## config.mk

```make
export PLATFORM = sky130hd
export DESIGN_NAME = spu_serial_port
export DESIGN_NICKNAME = d
export VERILOG_FILES = /design/src/design/spu_pkg.sv /design/src/design/spu_serial_port.sv
export SDC_FILE = /design/constraint.sdc
export NUM_CORES = 1
export LEC_CHECK = 0
export BUFFER_PORTS_ARGS = -buffer_cell sky130_fd_sc_hd__clkbuf_2
export CORE_UTILIZATION = 35
export CTS_BUF_LIST = sky130_fd_sc_hd__clkbuf_16
export DETAILED_ROUTE_END_ITERATION = 6
export PLACE_DENSITY = 0.52
export SYNTH_ARGS = -nofsm -noshare
export SYNTH_HDL_FRONTEND = slang
export SYNTH_SLANG_ARGS = --single-unit
```

## constraint.sdc

```tcl
create_clock -name CLK -period 3.95 [get_ports CLK]
set_input_delay 0.5925 -clock CLK [delete_from_list [all_inputs] [get_ports CLK]]
set_output_delay 0.5925 -clock CLK [all_outputs]
set_load 0.1 [all_outputs]
```

## src/design/spu_pkg.sv

```systemverilog
// ==========================================================================
// Shared constants for the serial port
// ==========================================================================
package spu_pkg;

  // Mode field codes, {mode_select_hi, mode_select_lo}
  localparam logic [1:0] SPU_MODE_SHIFT = 2'h0;
  localparam logic [1:0] SPU_MODE_UART8 = 2'h1;
  localparam logic [1:0] SPU_MODE_UART9_FIXED = 2'h2;
  localparam logic [1:0] SPU_MODE_UART9_VAR = 2'h3;

  // Baud generator: last prescaler count (divide by 6) and counter top
  localparam logic [2:0] SPU_BRG_PRESCALE_LAST = 3'h5;
  localparam logic [7:0] SPU_BRG_TOP = 8'hff;

  // Shift mode half-bit lengths: fixed rate is 3 clocks per half (clk/6),
  // variable rate is 8 baud generator overflows per half (16 per bit)
  localparam logic [2:0] SPU_M0_FIXED_HALF_LAST = 3'h2;
  localparam logic [2:0] SPU_M0_VAR_HALF_LAST = 3'h7;
  localparam logic [3:0] SPU_M0_LAST_BIT = 4'h7;

  // Asynchronous oversampling: 16 ticks per bit, start checked at mid-bit
  localparam logic [3:0] SPU_OVS_MID = 4'h7;
  localparam logic [3:0] SPU_OVS_LAST = 4'hf;

  // Async transmit last bit indices, counted from the start bit (0)
  localparam logic [3:0] SPU_TX_LAST_M1 = 4'h9;
  localparam logic [3:0] SPU_TX_LAST_M23 = 4'ha;

  // Async receive sample indices after the start bit (0 = D0)
  localparam logic [3:0] SPU_RX_NINTH_IDX = 4'h8;
  localparam logic [3:0] SPU_RX_STOP23_IDX = 4'h9;

  // Reset values
  localparam logic [7:0] SPU_RBUF_RESET = 8'h00;
  localparam logic SPU_FLAG_RESET = 1'b0;

  // Async receiver states, Gray coded along idle -> start -> bits
  typedef enum logic [1:0]
  {
    SPU_RX_IDLE = 2'h0,
    SPU_RX_START = 2'h1,
    SPU_RX_BITS = 2'h3
  } spu_rx_e;

endpackage : spu_pkg

```

## src/design/spu_serial_port.sv

```systemverilog
`timescale 1ns/1ps
// Behaviour
// - Mode field picks shift, 8-bit or 9-bit UART
// - Timer in modes 1,3; generator in 0,1,3
// - Timer rate from 8-bit auto-reload overflows
// - rate_double doubles timer or generator rate
// - Generator: 8-bit reload, clock direct or /6
// - Generator counts only while brg_run set
// - Mode 0: clock on out pin, data on in pin
// - Mode 0 bytes shift LSB first
// - Buffer write starts mode 0 send, D0 first
// - Mode 0 send ends: pin high, transmit flag
// - Mode 0 receive: eight samples, then receive flag
// - Mode 0 rate fixed clk/6 or generator/16
// - Mode 1 frame: start, eight data, stop
// - Mode 1 stop bit stored as rx ninth bit
// - Modes 2,3 frame: start, eight, ninth, stop
// - Ninth bit sent from tx, stored to rx
// - Async send starts on buffer write
// - Async receive starts on falling in pin
// - Framing check flags missing stop bit
// - Framing error sticky until software clear
// - Checking moves receive flag to stop bit
// - Mode 2 rate clk/32, or /16 doubled
// - Separate rate sources for receive and send
module spu_serial_port
  import spu_pkg::*;
(
  input wire logic CLK,
  input wire logic RST_N,
  input wire logic MODE_SELECT_HI,
  input wire logic MODE_SELECT_LO,
  input wire logic RECEIVE_ENABLE,
  input wire logic TX_NINTH_BIT,
  input wire logic RATE_DOUBLE,
  input wire logic FRAMING_CHECK_ENABLE,
  input wire logic BRG_RUN,
  input wire logic BRG_PRESCALE_BYPASS,
  input wire logic [7:0] BRG_RELOAD_VALUE,
  input wire logic RX_RATE_SOURCE,
  input wire logic TX_RATE_SOURCE,
  input wire logic SHIFT_MODE_RATE_SELECT,
  input wire logic TIMER_OVERFLOW,
  input wire logic SERIAL_BUFFER_WRITE,
  input wire logic [7:0] SERIAL_BUFFER_WDATA,
  input wire logic TRANSMIT_DONE_CLEAR,
  input wire logic RECEIVE_DONE_CLEAR,
  input wire logic FRAMING_ERROR_CLEAR,
  output logic [7:0] SERIAL_BUFFER_RDATA,
  output logic TRANSMIT_DONE_FLAG,
  output logic RECEIVE_DONE_FLAG,
  output logic RX_NINTH_BIT,
  output logic FRAMING_ERROR_FLAG,
  output logic SERIAL_IRQ,
  output logic SERIAL_OUT_PIN,
  input wire logic SERIAL_IN_PIN_I,
  output logic SERIAL_IN_PIN_O,
  output logic SERIAL_IN_PIN_OE
);
  import spu_pkg::*;

  // ========================================================================
  // State
  // ========================================================================
  typedef struct packed {
    logic [2:0] brg_pre; // Divide-by-6 prescaler
    logic [7:0] brg_cnt; // Auto-reload baud counter
    logic tx_half; // Halves the tx rate source when not doubled
    logic rx_half; // Halves the rx rate source when not doubled
    logic busy; // Transmitter busy, or mode 0 transfer busy
    logic m0_rx; // Mode 0 transfer is a reception
    logic m0_low; // Mode 0 shift clock in its low half
    logic [2:0] m0_div; // Mode 0 half-bit divider
    logic [3:0] tx_sub; // Tx oversample count
    logic [3:0] tx_cnt; // Bits sent so far
    logic [10:0] tx_shift; // Outgoing frame, LSB on the line
    spu_rx_e rx_state; // Async receiver state
    logic [3:0] rx_sub; // Rx oversample count
    logic [3:0] rx_cnt; // Samples taken after the start bit
    logic [8:0] rx_shift; // Incoming bits, entering at the top
    logic rx_prev; // Last sampled line level for edge detect
    logic [7:0] rbuf; // Receive buffer read through SERIAL_BUFFER_RDATA
    logic rb8; // Received ninth or stop bit
    logic ti; // Transmit done
    logic ri; // Receive done
    logic fe; // Framing error
  } spu_state_s;

  spu_state_s st; // Registered state
  spu_state_s next_st; // Next state

  // ========================================================================
  // Decoded controls
  // ========================================================================
  logic [1:0] mode; // Mode field
  logic mode0; // Shift register mode
  logic mode23; // Nine data bit modes
  logic brg_en; // Generator advances this clock
  logic brg_ovf; // Generator overflow pulse
  logic tx_src; // Raw tx rate source pulse
  logic rx_src; // Raw rx rate source pulse
  logic tx_tick; // Tx oversample tick
  logic rx_tick; // Rx oversample tick
  logic m0_src; // Mode 0 rate source pulse
  logic m0_tick; // Mode 0 half-bit boundary
  logic [2:0] m0_half_last; // Mode 0 half length
  logic [8:0] rx_next_shift; // Rx shift with the current sample in

  assign mode = {MODE_SELECT_HI, MODE_SELECT_LO};
  assign mode0 = (mode == SPU_MODE_SHIFT);
  assign mode23 = (mode == SPU_MODE_UART9_FIXED) || (mode == SPU_MODE_UART9_VAR);

  // Generator clocked directly or through the /6 prescaler, only when run
  assign brg_en = BRG_RUN
    && (BRG_PRESCALE_BYPASS || (st.brg_pre == SPU_BRG_PRESCALE_LAST));
  assign brg_ovf = brg_en && (st.brg_cnt == SPU_BRG_TOP);

  // Mode 2 runs off the clock; modes 1 and 3 pick timer or generator
  // separately per direction. Source select 1 = generator, 0 = timer.
  always_comb
  begin
    if (mode == SPU_MODE_UART9_FIXED)
    begin
      tx_src = 1'b1;
      rx_src = 1'b1;
    end
    else
    begin
      tx_src = TX_RATE_SOURCE ? brg_ovf : TIMER_OVERFLOW;
      rx_src = RX_RATE_SOURCE ? brg_ovf : TIMER_OVERFLOW;
    end
  end

  // 16 ticks per bit; without doubling every second source pulse counts
  assign tx_tick = tx_src && (RATE_DOUBLE || st.tx_half);
  assign rx_tick = rx_src && (RATE_DOUBLE || st.rx_half);

  // Mode 0 has no doubling; only the generator can make its variable rate
  assign m0_src = SHIFT_MODE_RATE_SELECT ? brg_ovf : 1'b1;
  assign m0_half_last = SHIFT_MODE_RATE_SELECT ? SPU_M0_VAR_HALF_LAST
                                               : SPU_M0_FIXED_HALF_LAST;
  assign m0_tick = m0_src && (st.m0_div == m0_half_last);

  assign rx_next_shift = {SERIAL_IN_PIN_I, st.rx_shift[8:1]};

  // ========================================================================
  // Next-state logic
  // ========================================================================
  // Flags are cleared first and set afterwards so a same-cycle event wins
  always_comb
  begin
    next_st = st;
    next_st.rx_prev = SERIAL_IN_PIN_I;

    // Software clears of the sticky flags
    if (TRANSMIT_DONE_CLEAR)
      next_st.ti = 1'b0;
    if (RECEIVE_DONE_CLEAR)
      next_st.ri = 1'b0;
    if (FRAMING_ERROR_CLEAR)
      next_st.fe = 1'b0;

    // Baud generator
    if (BRG_RUN && !BRG_PRESCALE_BYPASS)
      next_st.brg_pre = (st.brg_pre == SPU_BRG_PRESCALE_LAST) ? 3'h0
                                                             : st.brg_pre + 3'h1;
    if (brg_en)
      next_st.brg_cnt = brg_ovf ? BRG_RELOAD_VALUE : st.brg_cnt + 8'h01;
    if (tx_src)
      next_st.tx_half = !st.tx_half;
    if (rx_src)
      next_st.rx_half = !st.rx_half;

    // Transfer starts; a buffer write while busy is ignored
    if (!st.busy && SERIAL_BUFFER_WRITE)
    begin
      next_st.busy = 1'b1;
      next_st.m0_rx = 1'b0;
      next_st.m0_low = 1'b0;
      next_st.m0_div = 3'h0;
      next_st.tx_sub = 4'h0;
      next_st.tx_cnt = 4'h0;
      if (mode0)
        next_st.tx_shift = {3'h7, SERIAL_BUFFER_WDATA};
      else if (mode23)
        next_st.tx_shift = {1'b1, TX_NINTH_BIT, SERIAL_BUFFER_WDATA, 1'b0};
      else
        next_st.tx_shift = {2'h3, SERIAL_BUFFER_WDATA, 1'b0};
    end
    else if (!st.busy && mode0 && RECEIVE_ENABLE && !st.ri)
    begin
      // Held control bits (mode 0, enable set, flag clear) begin a receive
      next_st.busy = 1'b1;
      next_st.m0_rx = 1'b1;
      next_st.m0_low = 1'b0;
      next_st.m0_div = 3'h0;
      next_st.tx_cnt = 4'h0;
    end
    else if (st.busy && mode0)
    begin
      // Mode 0: each bit is a high half then a low half of the clock
      if (m0_src)
        next_st.m0_div = m0_tick ? 3'h0 : st.m0_div + 3'h1;
      if (m0_tick && !st.m0_low)
        next_st.m0_low = 1'b1;
      else if (m0_tick)
      begin
        next_st.m0_low = 1'b0;
        next_st.tx_cnt = st.tx_cnt + 4'h1;
        if (st.m0_rx)
          next_st.rx_shift = rx_next_shift;
        else
          next_st.tx_shift = {1'b1, st.tx_shift[10:1]};
        if (st.tx_cnt == SPU_M0_LAST_BIT)
        begin
          next_st.busy = 1'b0;
          if (st.m0_rx)
          begin
            next_st.rbuf = rx_next_shift[8:1];
            next_st.ri = 1'b1;
          end
          else
            next_st.ti = 1'b1;
        end
      end
    end
    else if (st.busy && tx_tick)
    begin
      // Async transmit, one bit per 16 ticks
      next_st.tx_sub = st.tx_sub + 4'h1;
      if (st.tx_sub == SPU_OVS_LAST)
      begin
        next_st.tx_shift = {1'b1, st.tx_shift[10:1]};
        next_st.tx_cnt = st.tx_cnt + 4'h1;
        if (st.tx_cnt == (mode23 ? SPU_TX_LAST_M23 : SPU_TX_LAST_M1))
        begin
          next_st.busy = 1'b0;
          next_st.ti = 1'b1;
        end
      end
    end

    // Async receiver
    unique case (st.rx_state)
      SPU_RX_IDLE:
      begin
        // Falling edge on the input line starts a frame
        if (!mode0 && RECEIVE_ENABLE && st.rx_prev && !SERIAL_IN_PIN_I)
        begin
          next_st.rx_state = SPU_RX_START;
          next_st.rx_sub = 4'h0;
        end
      end
      SPU_RX_START:
      begin
        // Mid-bit recheck rejects glitches shorter than half a bit
        if (rx_tick)
        begin
          next_st.rx_sub = st.rx_sub + 4'h1;
          if (st.rx_sub == SPU_OVS_MID)
          begin
            next_st.rx_state = SERIAL_IN_PIN_I ? SPU_RX_IDLE : SPU_RX_BITS;
            next_st.rx_sub = 4'h0;
            next_st.rx_cnt = 4'h0;
          end
        end
      end
      SPU_RX_BITS:
      begin
        if (rx_tick)
        begin
          next_st.rx_sub = st.rx_sub + 4'h1;
          if (st.rx_sub == SPU_OVS_LAST)
          begin
            next_st.rx_cnt = st.rx_cnt + 4'h1;
            if (st.rx_cnt <= SPU_RX_NINTH_IDX)
              next_st.rx_shift = rx_next_shift;
            // Mode 1 ends on its stop bit; modes 2/3 end on the ninth bit,
            // or on the stop bit when framing is checked
            if ((st.rx_cnt == SPU_RX_STOP23_IDX)
                || ((st.rx_cnt == SPU_RX_NINTH_IDX) && !(mode23 && FRAMING_CHECK_ENABLE)))
            begin
              next_st.rx_state = SPU_RX_IDLE;
              if (FRAMING_CHECK_ENABLE && !SERIAL_IN_PIN_I
                  && (!mode23 || (st.rx_cnt == SPU_RX_STOP23_IDX)))
                next_st.fe = 1'b1;
              // A frame landing on an unread buffer is dropped
              if (!st.ri)
              begin
                next_st.ri = 1'b1;
                if (st.rx_cnt == SPU_RX_STOP23_IDX)
                begin
                  next_st.rbuf = st.rx_shift[7:0];
                  next_st.rb8 = st.rx_shift[8];
                end
                else
                begin
                  next_st.rbuf = rx_next_shift[7:0];
                  next_st.rb8 = rx_next_shift[8];
                end
              end
            end
          end
        end
      end
      default:
        next_st.rx_state = SPU_RX_IDLE;
    endcase
  end

  // ========================================================================
  // State register
  // ========================================================================
  // Synchronous reset; all control state has a known value
  always_ff @(posedge CLK)
  begin
    if (!RST_N)
    begin
      st <= '0;
      st.tx_shift <= '1;
      st.rx_prev <= 1'b1;
      st.rx_state <= SPU_RX_IDLE;
      st.rbuf <= SPU_RBUF_RESET;
      st.ti <= SPU_FLAG_RESET;
      st.ri <= SPU_FLAG_RESET;
      st.fe <= SPU_FLAG_RESET;
    end
    else
      st <= next_st;
  end

  // ========================================================================
  // Outputs
  // ========================================================================
  assign SERIAL_BUFFER_RDATA = st.rbuf;
  assign TRANSMIT_DONE_FLAG = st.ti;
  assign RECEIVE_DONE_FLAG = st.ri;
  assign RX_NINTH_BIT = st.rb8;
  assign FRAMING_ERROR_FLAG = st.fe;
  assign SERIAL_IRQ = st.ti || st.ri;

  // Out pin: shift clock in mode 0 (idle high), async line otherwise
  assign SERIAL_OUT_PIN = mode0 ? !(st.busy && st.m0_low)
                                : (!st.busy || st.tx_shift[0]);
  // In pin: driven in mode 0 except while receiving; high when idle
  assign SERIAL_IN_PIN_OE = mode0 && !(st.busy && st.m0_rx);
  assign SERIAL_IN_PIN_O = !(st.busy && !st.m0_rx) || st.tx_shift[0];

endmodule : spu_serial_port

```

[Yosys cells after proc, flatten, opt, wreduce, memory -nomap -nowiden]
Index checks and enable logic that the tools add are counted.
Widths: inputs -> output; s select.
Operators by class
  $add $sub $neg: 7
  magnitude comparators: 1
  eq/ne operators: 29
  muxes and demuxes: 91
  bitwise operators: 4
  reduce and logical (&&, ||, !) cells: 71
Operators with widths (number)
  $mux 9: 14
  $mux 8: 8
  $mux 15: 4
  $mux 10: 4
  $mux 19: 2
  $mux 1: 29
  $mux 2: 13
  $mux 25: 1
  $logic_and 1x1->1: 24
  $mux 11: 2
  $mux 4: 5
  $ne 2x2->1 const B: 9
  $reduce_and 6->1: 3
  $add 4x1->4 const B: 4
  $eq 4x4->1 const B: 4
  $logic_not 1->1: 14
  $mux 13: 1
  $mux 3: 4
  $pmux 4 s3: 1
  $reduce_bool 4->1: 3
  $reduce_and 5->1: 2
  $logic_or 1x1->1: 9
  $ne 3x3->1 const B: 3
  $reduce_bool 3->1: 3
  23 further kinds: 37
Word-level totals
  register bits after elaboration: 70
  bits of input ports: 35
  output and inout port bits: 16
  word-level logic and storage cells: 224

[Logic depth before layout (Yosys ltp)]
Gate-level depths: netlist of the first run.
  depth after elaboration: 17
  mapped depth: 8
  mapped depth without buffers: 7

[Worst setup path before layout of the first run]
No wires, ideal clock.
  path kind: input -> output
  from: input MODE_SELECT_HI
  to: output SERIAL_IN_PIN_OE
  arrival time: 2.852 ns
  required time: 3.357 ns
  setup slack: 0.505 ns
  stages: 4
  buffers on the path: 2
  path through: clkbuf_1 -> or2_2 -> clkbuf_1 -> a21oi_1
On the way
  cells in the longest elaborated chain, start to end: 2
Ends and longest elaborated chain
  from (decl): RTL line spu_serial_port.sv:31  | input wire logic MODE_SELECT_HI,
  $logic_not 2->1: RTL line spu_serial_port.sv:110  | assign mode0 = (mode == SPU_MODE_SHIFT);
  $logic_and 1x1->1: RTL line spu_serial_port.sv:346  | assign SERIAL_IN_PIN_OE = mode0 && !(st.busy && st.m0_rx);
  to (decl): RTL line spu_serial_port.sv:58  | output logic SERIAL_IN_PIN_OE
No other way between the ends.

[Worst setup path in the final report of the first run]
  from: register st[59] (netlist bit)
  to: register st, in the netlist SERIAL_BUFFER_RDATA[0]
On the way
  cells in the longest elaborated chain, start to end: 14
  elaborated cells between the ends (all ways): 18
  those cells by class: eq/ne (1); mux (13); reduce/logical (4)
Ends and longest elaborated chain
  from (decl): RTL line spu_serial_port.sv:89  | spu_state_s st;
  from (signal assigned): RTL line spu_serial_port.sv:329  | st <= next_st;
  $eq 8x8->1 (*): RTL line spu_serial_port.sv:116  | assign brg_ovf = brg_en && (st.brg_cnt == SPU_BRG_TOP);
  $logic_and 1x1->1 (*): RTL line spu_serial_port.sv:116
  $mux 1: RTL line spu_serial_port.sv:139  | assign m0_src = SHIFT_MODE_RATE_SELECT ? brg_ovf : 1'b1;
  $logic_and 1x1->1: RTL line spu_serial_port.sv:142  | assign m0_tick = m0_src && (st.m0_div == m0_half_last);
  $mux 8 / $logic_and 1x1->1 (equally long branches): RTL line spu_serial_port.sv:206, spu_serial_port.sv:204
  $mux 8: RTL line spu_serial_port.sv:204  | if (m0_tick && !st.m0_low)
  $mux 8: RTL line spu_serial_port.sv:199  | else if (st.busy && mode0)
  $mux 8: RTL line spu_serial_port.sv:190  | else if (!st.busy && mode0 && RECEIVE_ENABLE && !st.ri)
  $mux 8: RTL line spu_serial_port.sv:175  | if (!st.busy && SERIAL_BUFFER_WRITE)
  $mux 9: RTL line spu_serial_port.sv:288  | if (!st.ri)
  $mux 9: RTL line spu_serial_port.sv:280  | if ((st.rx_cnt == SPU_RX_STOP23_IDX)
  $mux 9: RTL line spu_serial_port.sv:273  | if (st.rx_sub == SPU_OVS_LAST)
  $mux 9: RTL line spu_serial_port.sv:270  | if (rx_tick)
  $mux 9 (*): RTL line spu_serial_port.sv:244  | unique case (st.rx_state)
Mark *: on every way between the ends. The rest lies on a longest branch, timed or not.
A chain may end at the register's enable or synchronous reset.

==> metrics.md, run 1 <==
| Metric | Value |
|---|---|
| Status | `complete, no violations` |
| Synth top area cells | `dfxtp_1, mux2i_1, a21oi_1, a211oi_1, nand2_1` |
| First-pass GRT wire length | `14500 um` |
| Post-synth EDFFs | `0` |
| Syn_nets | `475` |
| Synth Flop Type | `dfxtp_1` |
| WP buf/inv | `0` |
| Final setup fails | `0` |
| Final critical-path required period | `around 3000 ps` |
| Post-CTS sizing | `0` |
| Number of global-route vias before repair | `2844` |
| Die height | `~110 um` |
| Ys Warns | `0` |
| Worst-margin pin slew | `1160 ps` |
| Hold/Removal Path Class | `reg2reg` |
| Filler cells | `1067` |
| Core Box Area | `~10000 um2` |
| M3 GR Usage | `3.22%` |
| Clock latency on the worst-skew pair | `~330 ps` |
| Async SR Flop Fraction | `0%` |
| Power per cell area | `415 nW/um2` |
| Int Power | `between 0.001 and 0.0015 W` |
| Initial Util | `36.2%` |
| Die X | `about 110 um` |
| Count of input and output buffers | `50` |
| Final Core Density | `42.4%` |
| Critical path startpoint category | `register` |
| Post-synth top cells | `dfxtp_1, a21oi_1, nand2_1` |
| Yosys top cell area share | `37.3%` |
| Worst R2R End | `SERIAL_BUFFER_RDATA[0]$_SDFF_PN0_` |
| Num CTS Buffers | `9` |
| Crit. End Element | `register` |
| Number of I/O pins | `between 50 and 60` |
| Worst stage delay on the critical path | `920 ps` |
| Met2 Use GR | `around a quarter` |
| Final net count | `512` |
| Crit path capture | `SERIAL_BUFFER_RDATA[0]$_SDFF_PN0_` |
| Worst endpoint required time | `4170 ps` |
| Stages on the worst setup path | `7` |
| Mapped Cells | `432` |
| Max Root-Sink Buffers | `2` |
| Critical Path Start | `st[59]$_SDFFE_PN0P_` |
| Dpl hpwl | `6360 um` |
| Design Area, Final | `4400 um2` |
| Drt first pass iters | `4` |
| Die area | `11200 um2` |
| Sequential Power Share | `40.7%` |
| Vias/cell | `5.25` |
| Clk sinks | `70` |
| GP Congestion | `0.773` |
| Max Cap Viol | `0` |
| CP cell instances | `ha_1, nand3_1, nor2_2, a31oi_2, nor4_4, a211oi_1, a211oi_1` |
| Final ANT Viol Nets | `0` |
| Syn Area/Cell | `8.69 um2` |
| Hold WS | `448 ps` |
| Final setup TNS | `0 ps` |
| Fraction of layout cells with a size suffix above 1 | `between 10% and 20%` |
| Delay-heaviest family, CP | `simple AND/OR/NAND/NOR gates` |
| GRT Total Usage | `around 17%` |
| Final Hold Fails | `0` |
| Largest net degree at the start of global routing | `34` |
| Mapped Area | `3760 um2` |
| Worst-path maximum fanout | `19` |
| Placed instance area | `about 4100 um2` |
| CTS tree | `yes` |
| DRC Markers | `0` |
| H-tree Lvls | `3` |
| CTS clk-pin slew, worst paths | `around 60 ps` |
| Met1 Usage GRT | `23.2%` |
| Hold-fix buffers, CTS | `0` |
| RSZ-0062 raised after global routing | `false` |
| Clock share of power | `51.6%` |
| Initial antenna violation count | `0` |
| Most common cell in the netlist | `dfxtp_1` |
| Synthesis-to-finish area growth | `17.1%` |
| Total gr overflow | `0` |
| Reg2reg path depth | `7` |
| Design Power | `roughly 0.0018 W` |
| Num rows | `37` |
| Fin crit share | `75.2%` |
| Post-synth top area cell | `dfxtp_1` |
| Leakage | `1.75 nW` |
| Sw power | `approximately 0.00043 W` |
| WL/cell | `between 10 and 15 um` |
| Fmax | `337 MHz` |
| GRT Max-Usage Layer | `met2` |
| Post-CTS setup repair buffer count | `0` |
| Hold path depth | `1` |
| Slew margin rel. | `approximately 23%` |
| Total wire length | `8740 um` |
| Vias | `3203` |
| Number of DRC markers in iteration 0 | `199` |
| Diodes inserted | `0` |
| Sw frac | `23.6%` |
| Yosys cell types | `71` |
| Setup CP Type | `reg2reg` |
| Slew Limit Fails | `0` |
| Logic pwr share | `under 10%` |
| Worst R2R Start | `st[59]$_SDFFE_PN0P_` |
| R2R setup slack | `980 ps` |
| Slowest cell on crit path | `nor4_4` |
| CP most frequent cell | `a211oi_1` |
| VDD IR-drop max | `0.000177 V` |
| Synthesized flop and latch total | `70` |
| Post-synthesis sequential area ratio | `37.3%` |
| Final Skew | `10.0 ps` |
| CP Data Arrival Time | `3190 ps` |
| Root Buffer | `clkbuf_16` |
placed cells by master, fill, tap and decap left out, types with 4 or more instances in the layout:
master	count
clkbuf_2	50
nand4_1	6
clkbuf_16	9
a311oi_1	4
a21oi_1	35
nand2_1	34
or2_2	4
xor2_1	6
dfxtp_1	70
nor3_1	15
nor2b_1	9
nand2b_1	6
ha_1	8
inv_1	16
o21ai_0	20
xnor2_1	4
nand3_1	13
nor2_1	30
mux2i_1	32
and3_1	6
a211oi_1	21
metrics by stage:
stage          worst slack (ps)  cells
5_1_grt                     624    610
2_1_floorplan               505    432
3_5_place_dp                964    594
4_1_cts                     924    610
3_3_place_gp               1060    594
6_report                    980    610
worst min-delay path by stage:
stage,to,from
after floorplan,st[42]$_SDFFE_PN1P_,st[42]$_SDFFE_PN1P_
after global placement,st[42]$_SDFFE_PN1P_,st[42]$_SDFFE_PN1P_
after detailed placement,st[42]$_SDFFE_PN1P_,st[42]$_SDFFE_PN1P_
after CTS,st[42]$_SDFFE_PN1P_,st[42]$_SDFFE_PN1P_
after global routing,st[42]$_SDFFE_PN1P_,st[42]$_SDFFE_PN1P_
final,st[42]$_SDFFE_PN1P_,st[42]$_SDFFE_PN1P_
layout make-up:
class                           count  area, um2  share of cell area, %
Multi-Input combinational cell    319       2150                   48.8
Sequential cell                    70       1400                   31.9
Timing Repair Buffer               53        273                   6.20
Clock buffer                        9        225                   5.12
Tap cell                          136        170                   3.87
Clock inverter                      7        123                   2.79
Inverter                           16       60.1                   1.37
per-layer routing:
metal / routed length (um) / share of wire (%)
met5: 0 / 0
met4: 68 / 0.78
met3: 328 / 3.8
met2: 3830 / 44
met1: 4510 / 52
state kept, by name, indices dropped and copies added, names as in the netlist:
name,cells
RX_NINTH_BIT,1
FRAMING_ERROR_FLAG,1
TRANSMIT_DONE_FLAG,1
st,50
RECEIVE_DONE_FLAG,1
SERIAL_BUFFER_RDATA,8
rx_next_shift,8
power by group through the flow:
stage	Clock (W)	Sequential, W	Combinational (W)
6_report	0.000941	0.000742	0.000142
5_1_grt	0.000999	0.000744	0.000158
4_1_cts	0.000964	0.000742	0.000143
3_5_place_dp	0	0.000757	0.000142
3_3_place_gp	0	0.000757	0.000141
2_1_floorplan	0	0.000752	0.000101
cell families (layout without fill, tap and decap cells):
group / after synthesis / after routing / share of synthesized area [%]
compound gates: 119 / 119 / 22.2
xor+xnor: 10 / 10 / 2.33
fa+ha+maj: 8 / 8 / 2.66
buf+inv: 43 / 85 / 5.53
flops: 70 / 70 / 37.3
mux: 34 / 34 / 9.13
simple gates: 148 / 148 / 20.9
Power figures use the tool's default switching activity.
==> run 2, diff against run 1 <==
- PLACE_DENSITY: 0.52 -> 0.54
- clock period: 3.95 -> 2.6 ns (I/O delays scaled with it)
==> run 2 against run 1 <==
Against the previous run: utilization up 0.54 points; combinational power grew 64%; largest cell class unchanged; critical path type unchanged; first-iteration DRC count shrank 15%.
==> metrics.md, run 2 (synthesis gave the netlist of run 1 again) <==
| Metric | Value |
|---|---|
| Critical path startpoint category | `register` |
| Die height | `106 um (unchanged)` |
| Drt first pass iters | `4 (unchanged)` |
| Crit. End Element | `register` |
| Core Box Area | `10400 um2 (unchanged)` |
| Setup CP Type | `reg2reg` |
| GRT Total Usage | `17.1% (+0.42 points)` |
| Worst-margin pin slew | `669 ps (-491 ps)` |
| Number of global-route vias before repair | `3045 (+7.1%)` |
| Reg2reg path depth | `8 (+1)` |
| Largest Register | `st` |
| Most frequent cells in the layout | `dfxtp_1, clkbuf_2, nand2_1, a21oi_1, mux2i_1` |
| Max Cap Viol | `0 (unchanged)` |
| Delay-heaviest family, CP | `compound AO/OA/AOI/OAI gates` |
| Root Buffer | `clkbuf_16` |
| Slew margin rel. | `55.2% (+33 points)` |
| Max Root-Sink Buffers | `2 (unchanged)` |
| Num rows | `37 (unchanged)` |
| Power per cell area | `576 nW/um2 (+39%)` |
| Design Power | `0.00257 W (+41%)` |
| Max reg flops | `50 (unchanged)` |
| Number of DRC markers in iteration 0 | `170 (-15%)` |
| Number of I/O pins | `51 (unchanged)` |
| Fin crit share | `91.4% (+16 points)` |
| VDD IR-drop max | `0.000242 V (+37%)` |
| CP cell instances | `ha_1, nand3_1, a2111o_1, a211oi_2, o32a_1, buf_4, nor3_1, a21oi_1` |
| Clk sinks | `70 (unchanged)` |
| Total wire length | `8930 um (+2.2%)` |
| Total gr overflow | `0 (unchanged)` |
| Worst endpoint required time | `2870 ps (-1300 ps)` |
| Count of input and output buffers | `50 (unchanged)` |
| Vias/cell | `5.33 (+1.4%)` |
| Initial antenna violation count | `0 (unchanged)` |
| Status | `complete, no violations` |
| GP Congestion | `0.811 (+4.9%)` |
| CP Data Arrival Time | `2640 ps (-550 ps)` |
| Slowest cell on crit path | `a2111o_1` |
| Post-CTS setup repair buffer count | `0 (unchanged)` |
| WP buf/inv | `1 (+1)` |
| Leakage | `1.79 nW (+2.4%)` |
| Final setup fails | `0 (unchanged)` |
| Post-CTS sizing | `0 (unchanged)` |
| Fraction of layout cells with a size suffix above 1 | `20.3% (+1.8 points)` |
| DRC Markers | `0 (unchanged)` |
| Largest net degree at the start of global routing | `20 (-41%)` |
| Worst-path maximum fanout | `15 (-4)` |
| Worst stage delay on the critical path | `480 ps (-440 ps)` |
| Hold path startpoint | `BRG_RELOAD_VALUE[1]` |
| Dpl hpwl | `6730 um (+5.9%)` |
| H-tree Lvls | `3 (unchanged)` |
| CTS tree | `yes` |
| Final ANT Viol Nets | `0 (unchanged)` |
| RSZ-0062 raised after global routing | `false` |
| Hold/Removal Path Class | `in2reg` |
| WHS Endpoint | `st[60]$_SDFFE_PN0P_` |
| Hold WS | `294 ps (-153 ps)` |
| Worst R2R Start | `st[59]$_SDFFE_PN0P_` |
| Final net count | `525 (+2.5%)` |
| Final critical-path required period | `2380 ps (-593 ps)` |
| CTS clk-pin slew, worst paths | `60 ps (about the same)` |
| Diodes inserted | `0 (unchanged)` |
| Hold path depth | `3 (+2)` |
| R2R setup slack | `220 ps (-760 ps)` |
| Fmax | `421 MHz (+25%)` |
| Die area | `11200 um2 (unchanged)` |
| Slew Limit Fails | `0 (unchanged)` |
| Most common cell after layout, fill and taps aside | `dfxtp_1` |
| Final Hold Fails | `0 (unchanged)` |
| Worst R2R End | `st[34]$_SDFFE_PN1P_` |
| Vias | `3318 (+3.6%)` |
| Final setup TNS | `0 ps (unchanged)` |
| Clock latency on the worst-skew pair | `340 ps (about the same)` |
| Num CTS Buffers | `9 (unchanged)` |
| Final Skew | `9.99 ps (-0.0220 ps)` |
| First-pass GRT wire length | `15000 um (+3.7%)` |
| Hold-fix buffers, CTS | `0 (unchanged)` |
| Die X | `106 um (unchanged)` |
| Synthesis-to-finish area growth | `18.6%` |
| Initial Util | `36.2% (unchanged)` |
| WL/cell | `14.3 um (about the same)` |
## run 2: changes by cell type in the layout (fill, tap and decap cells not counted)
| cell | before | now |
|---|---|---|
| clkinv_1 | 0 | 3 |
| buf_12 | 0 | 1 |
| bufinv_16 | 3 | 1 |
| a21oi_1 | 35 | 34 |
| a21oi_2 | 0 | 1 |
| clkinv_4 | 2 | 1 |
| buf_4 | 3 | 15 |
## run 2: through the flow
step / setup slack, ps / area (um2) / std cells / util [%]
6_report: 223 / 4460 / 623 / 43.0
5_1_grt: 44.3 / 4460 / 623 / 43.0
4_1_cts: 210 / 4460 / 623 / 43.0
3_5_place_dp: 235 / 4170 / 607 / 40.2
3_3_place_gp: 303 / 4170 / 607 / 40.2
2_1_floorplan: 183 / 3760 / 432 / -
## run 2: final cells by class
cell class	instances	area, um2
Inverter	16	60.1
Multi-Input combinational cell	319	2150
Clock buffer	9	225
Sequential cell	70	1400
Clock inverter	7	65.1
Timing Repair Buffer	66	383
Tap cell	136	170
Fill cell	1059	5910
## run 2: power breakdown
part	total [W]	internal [W]	switching, W
Clock	0.00121	0.000734	0.000476
Combinational	0.000233	0.0000865	0.000147
Sequential	0.00112	0.00110	0.0000223
## run 2: tightest hold or removal path, cell delays in order
cell	delay, ps
clkbuf_2	80
nand2_1	40
a311oi_1	70
## run 2: per-layer routing
metal	vias up	share of wire, %	track usage [%]	wire [um]
met5	-	0	0	0
met4	0	1.5	6.85	133
met3	12	4.5	3.65	398
met2	56	45	26.0	4010
met1	1563	49	23.5	4390
li1	1687	-	-	-
## run 2: worst max path at each step
stage | startpoint | endpoint | depth (start not counted)
3_5_place_dp | st[59]$_SDFFE_PN0P_ | st[33]$_SDFFE_PN1P_ | 8
6_report | st[59]$_SDFFE_PN0P_ | st[34]$_SDFFE_PN1P_ | 8
4_1_cts | st[59]$_SDFFE_PN0P_ | st[33]$_SDFFE_PN1P_ | 8
5_1_grt | st[59]$_SDFFE_PN0P_ | st[39]$_SDFFE_PN1P_ | 8
3_3_place_gp | st[59]$_SDFFE_PN0P_ | st[40]$_SDFFE_PN1P_ | 8
2_1_floorplan | MODE_SELECT_HI | SERIAL_IN_PIN_OE | 4
==> run 3, diff against run 2 <==
- CORE_UTILIZATION: 35 -> 40
- PLACE_DENSITY: 0.54 -> 0.6
==> run 3 against run 2 <==
Against the previous run: fmax increased by 0.48%; total power increased by 3.3%; count of clock-buffer cells in the layout unchanged; largest power group unchanged; highest routed layer unchanged.
==> metrics.md, run 3 (synthesis gave the netlist of run 1 again) <==
| Metric | Value |
|---|---|
| Die area | `9780 um2 (-12%)` |
| H-tree Lvls | `3 (unchanged)` |
| Leakage | `1.80 nW (+0.49%)` |
| Hold WS | `321 ps (+27.1 ps)` |
| Worst stage delay on the critical path | `470 ps (about the same)` |
| WL/cell | `14.7 um (+2.3%)` |
| Slew Limit Fails | `0 (unchanged)` |
| Core Box Area | `8890 um2 (-14%)` |
| CTS clk-pin slew, worst paths | `60 ps (about the same)` |
| R2R setup slack | `230 ps (about the same)` |
| GP Congestion | `0.814 (+0.32%)` |
| Final Hold Fails | `0 (unchanged)` |
| Die height | `98.9 um (-6.3%)` |
| Dpl hpwl | `6280 um (-6.7%)` |
| Critical path startpoint category | `register` |
| Initial antenna violation count | `0 (unchanged)` |
| Final net count | `523 (-0.38%)` |
| Vias | `3257 (-1.8%)` |
| Slowest cell on crit path | `a2111o_1` |
| Synthesis-to-finish area growth | `17.6%` |
| Count of input and output buffers | `50 (unchanged)` |
| Worst endpoint required time | `2820 ps (-50 ps)` |
| CP cell instances | `ha_1, nand3_1, a2111o_1, a211oi_2, a21o_2, nand4_1, mux2_1` |
| First-pass GRT wire length | `14700 um (-2.1%)` |
| Num rows | `34 (-8.1%)` |
| Total gr overflow | `0 (unchanged)` |
| Final setup fails | `0 (unchanged)` |
| Fin crit share | `91.0% (-0.44 points)` |
| Placed insts | `577 (-4.9%)` |
| GRT Total Usage | `19.0% (+1.9 points)` |
| Most frequent cells in the layout | `dfxtp_1, clkbuf_2, nand2_1, a21oi_1, mux2i_1` |
| DRC Markers | `0 (unchanged)` |
| Max Cap Viol | `0 (unchanged)` |
| Post-Layout Cell Count | `593 (-4.8%)` |
| Number of global-route vias before repair | `3122 (+2.5%)` |
| Worst R2R Start | `st[59]$_SDFFE_PN0P_` |
| CP Data Arrival Time | `2580 ps (-60 ps)` |
| Largest Register | `st` |
| CTS tree | `yes` |
| Critical Path Start | `st[59]$_SDFFE_PN0P_` |
| Clock latency on the worst-skew pair | `330 ps (about the same)` |
| Max Root-Sink Buffers | `2 (unchanged)` |
| Num CTS Buffers | `9 (unchanged)` |
| Vias/cell | `5.49 (+3.1%)` |
| Crit. End Element | `register` |
| RSZ-0062 raised after global routing | `false` |
| Final critical-path required period | `2370 ps (-11.4 ps)` |
| Final Skew | `7.91 ps (-2.08 ps)` |
| Number of DRC markers in iteration 0 | `185 (+8.8%)` |
| Setup CP Type | `reg2reg` |
| Final setup TNS | `0 ps (unchanged)` |
| Die X | `98.9 um (-6.3%)` |
| Hold/Removal Path Class | `in2reg` |
| Worst R2R End | `st[46]$_SDFFE_PP0P_` |
| Diodes inserted | `0 (unchanged)` |
| Slew margin rel. | `54.4% (-0.82 points)` |
| VDD IR-drop max | `0.000256 V (+5.8%)` |
| Fmax | `423 MHz (+0.48%)` |
| Hold-fix buffers, CTS | `0 (unchanged)` |
| Largest net degree at the start of global routing | `30 (+50%)` |
| Root Buffer | `clkbuf_16` |
| Most common cell after layout, fill and taps aside | `dfxtp_1` |
| Fraction of layout cells with a size suffix above 1 | `20.8% (+0.50 points)` |
| Worst-path maximum fanout | `8 (-7)` |
| Power per cell area | `601 nW/um2 (+4.2%)` |
| Status | `complete, no violations` |
| Worst-margin pin slew | `682 ps (+12.3 ps)` |
| Number of I/O pins | `51 (unchanged)` |
| Clk sinks | `70 (unchanged)` |
| Max reg flops | `50 (unchanged)` |
| Drt first pass iters | `4 (unchanged)` |
| Total wire length | `8700 um (-2.7%)` |
| Reg2reg path depth | `7 (-1)` |
| Crit path capture | `st[46]$_SDFFE_PP0P_` |
| Final ANT Viol Nets | `0 (unchanged)` |
| Initial Util | `42.2% (+6.0 points)` |
==> run 3: changes by cell type in the layout (fill, tap and decap cells not counted), sizes merged <==
cell      previous run  this run
buf                 16        14
clkinvlp             2         0
bufinv               1         2
clkinv               4         5
==> run 3: per-layer routing <==
layer,part of all wire [%],track usage [%]
met4,1.1,6.66
met2,45,30.1
met3,3.5,4.18
met1,50,25.5
met5,0,0
==> run 3: worst min path at each step <==
stage,start,endpoint,slack [ps],cells after the start
floorplan,st[42]$_SDFFE_PN1P_,st[42]$_SDFFE_PN1P_,420,1
global placement,st[42]$_SDFFE_PN1P_,st[42]$_SDFFE_PN1P_,440,1
detailed placement,st[42]$_SDFFE_PN1P_,st[42]$_SDFFE_PN1P_,440,1
CTS,BRG_RELOAD_VALUE[0],st[59]$_SDFFE_PN0P_,310,3
global route,BRG_RELOAD_VALUE[0],st[59]$_SDFFE_PN0P_,320,3
finish,BRG_RELOAD_VALUE[0],st[59]$_SDFFE_PN0P_,320,3
==> run 3: what timing repair did <==
| action | CTS | global route |
|---|---|---|
| setup endpoints to repair | 0 | 9 |
| setup buffers | 0 | 0 |
| resized for setup | 0 | 1 |
==> run 3: area by class of cell <==
cell class,instances,area [um2]
Sequential cell,70,1400
Tap cell,108,135
Timing Repair Buffer,64,355
Fill cell,862,4470
Clock inverter,7,88.8
Inverter,16,60.1
Multi-Input combinational cell,319,2150
Clock buffer,9,225
==> run 3: critical path, delay by kind of cell, from the launching register on <==
| family | cells | cell delay, ps |
|---|---|---|
| compound gates | 3 | 1030 |
| fa+ha+maj | 1 | 210 |
| mux | 1 | 310 |
| flops | 1 | 450 |
| simple gates | 2 | 240 |
==> run 3: where the power goes <==
group / switching, W / total, W / internal (W) / leakage (nW)
Sequential: 0.0000226 / 0.00112 / 0.00110 / 0.568
Clock: 0.000463 / 0.00130 / 0.000834 / 0.159
Combinational: 0.000144 / 0.000232 / 0.0000877 / 1.07
==> run 3: metrics by stage <==
| step | utilization (%) | setup WS, ps | cell area, um2 | power, W |
|---|---|---|---|---|
| after floorplan | - | 183 | 3760 | 0.00130 |
| after global placement | 46.1 | 255 | 4100 | 0.00138 |
| after detailed placement | 46.1 | 233 | 4100 | 0.00138 |
| after CTS | 49.7 | 195 | 4420 | 0.00269 |
| after global routing | 49.7 | 17.8 | 4420 | 0.00277 |
| final | 49.7 | 235 | 4420 | 0.00265 |
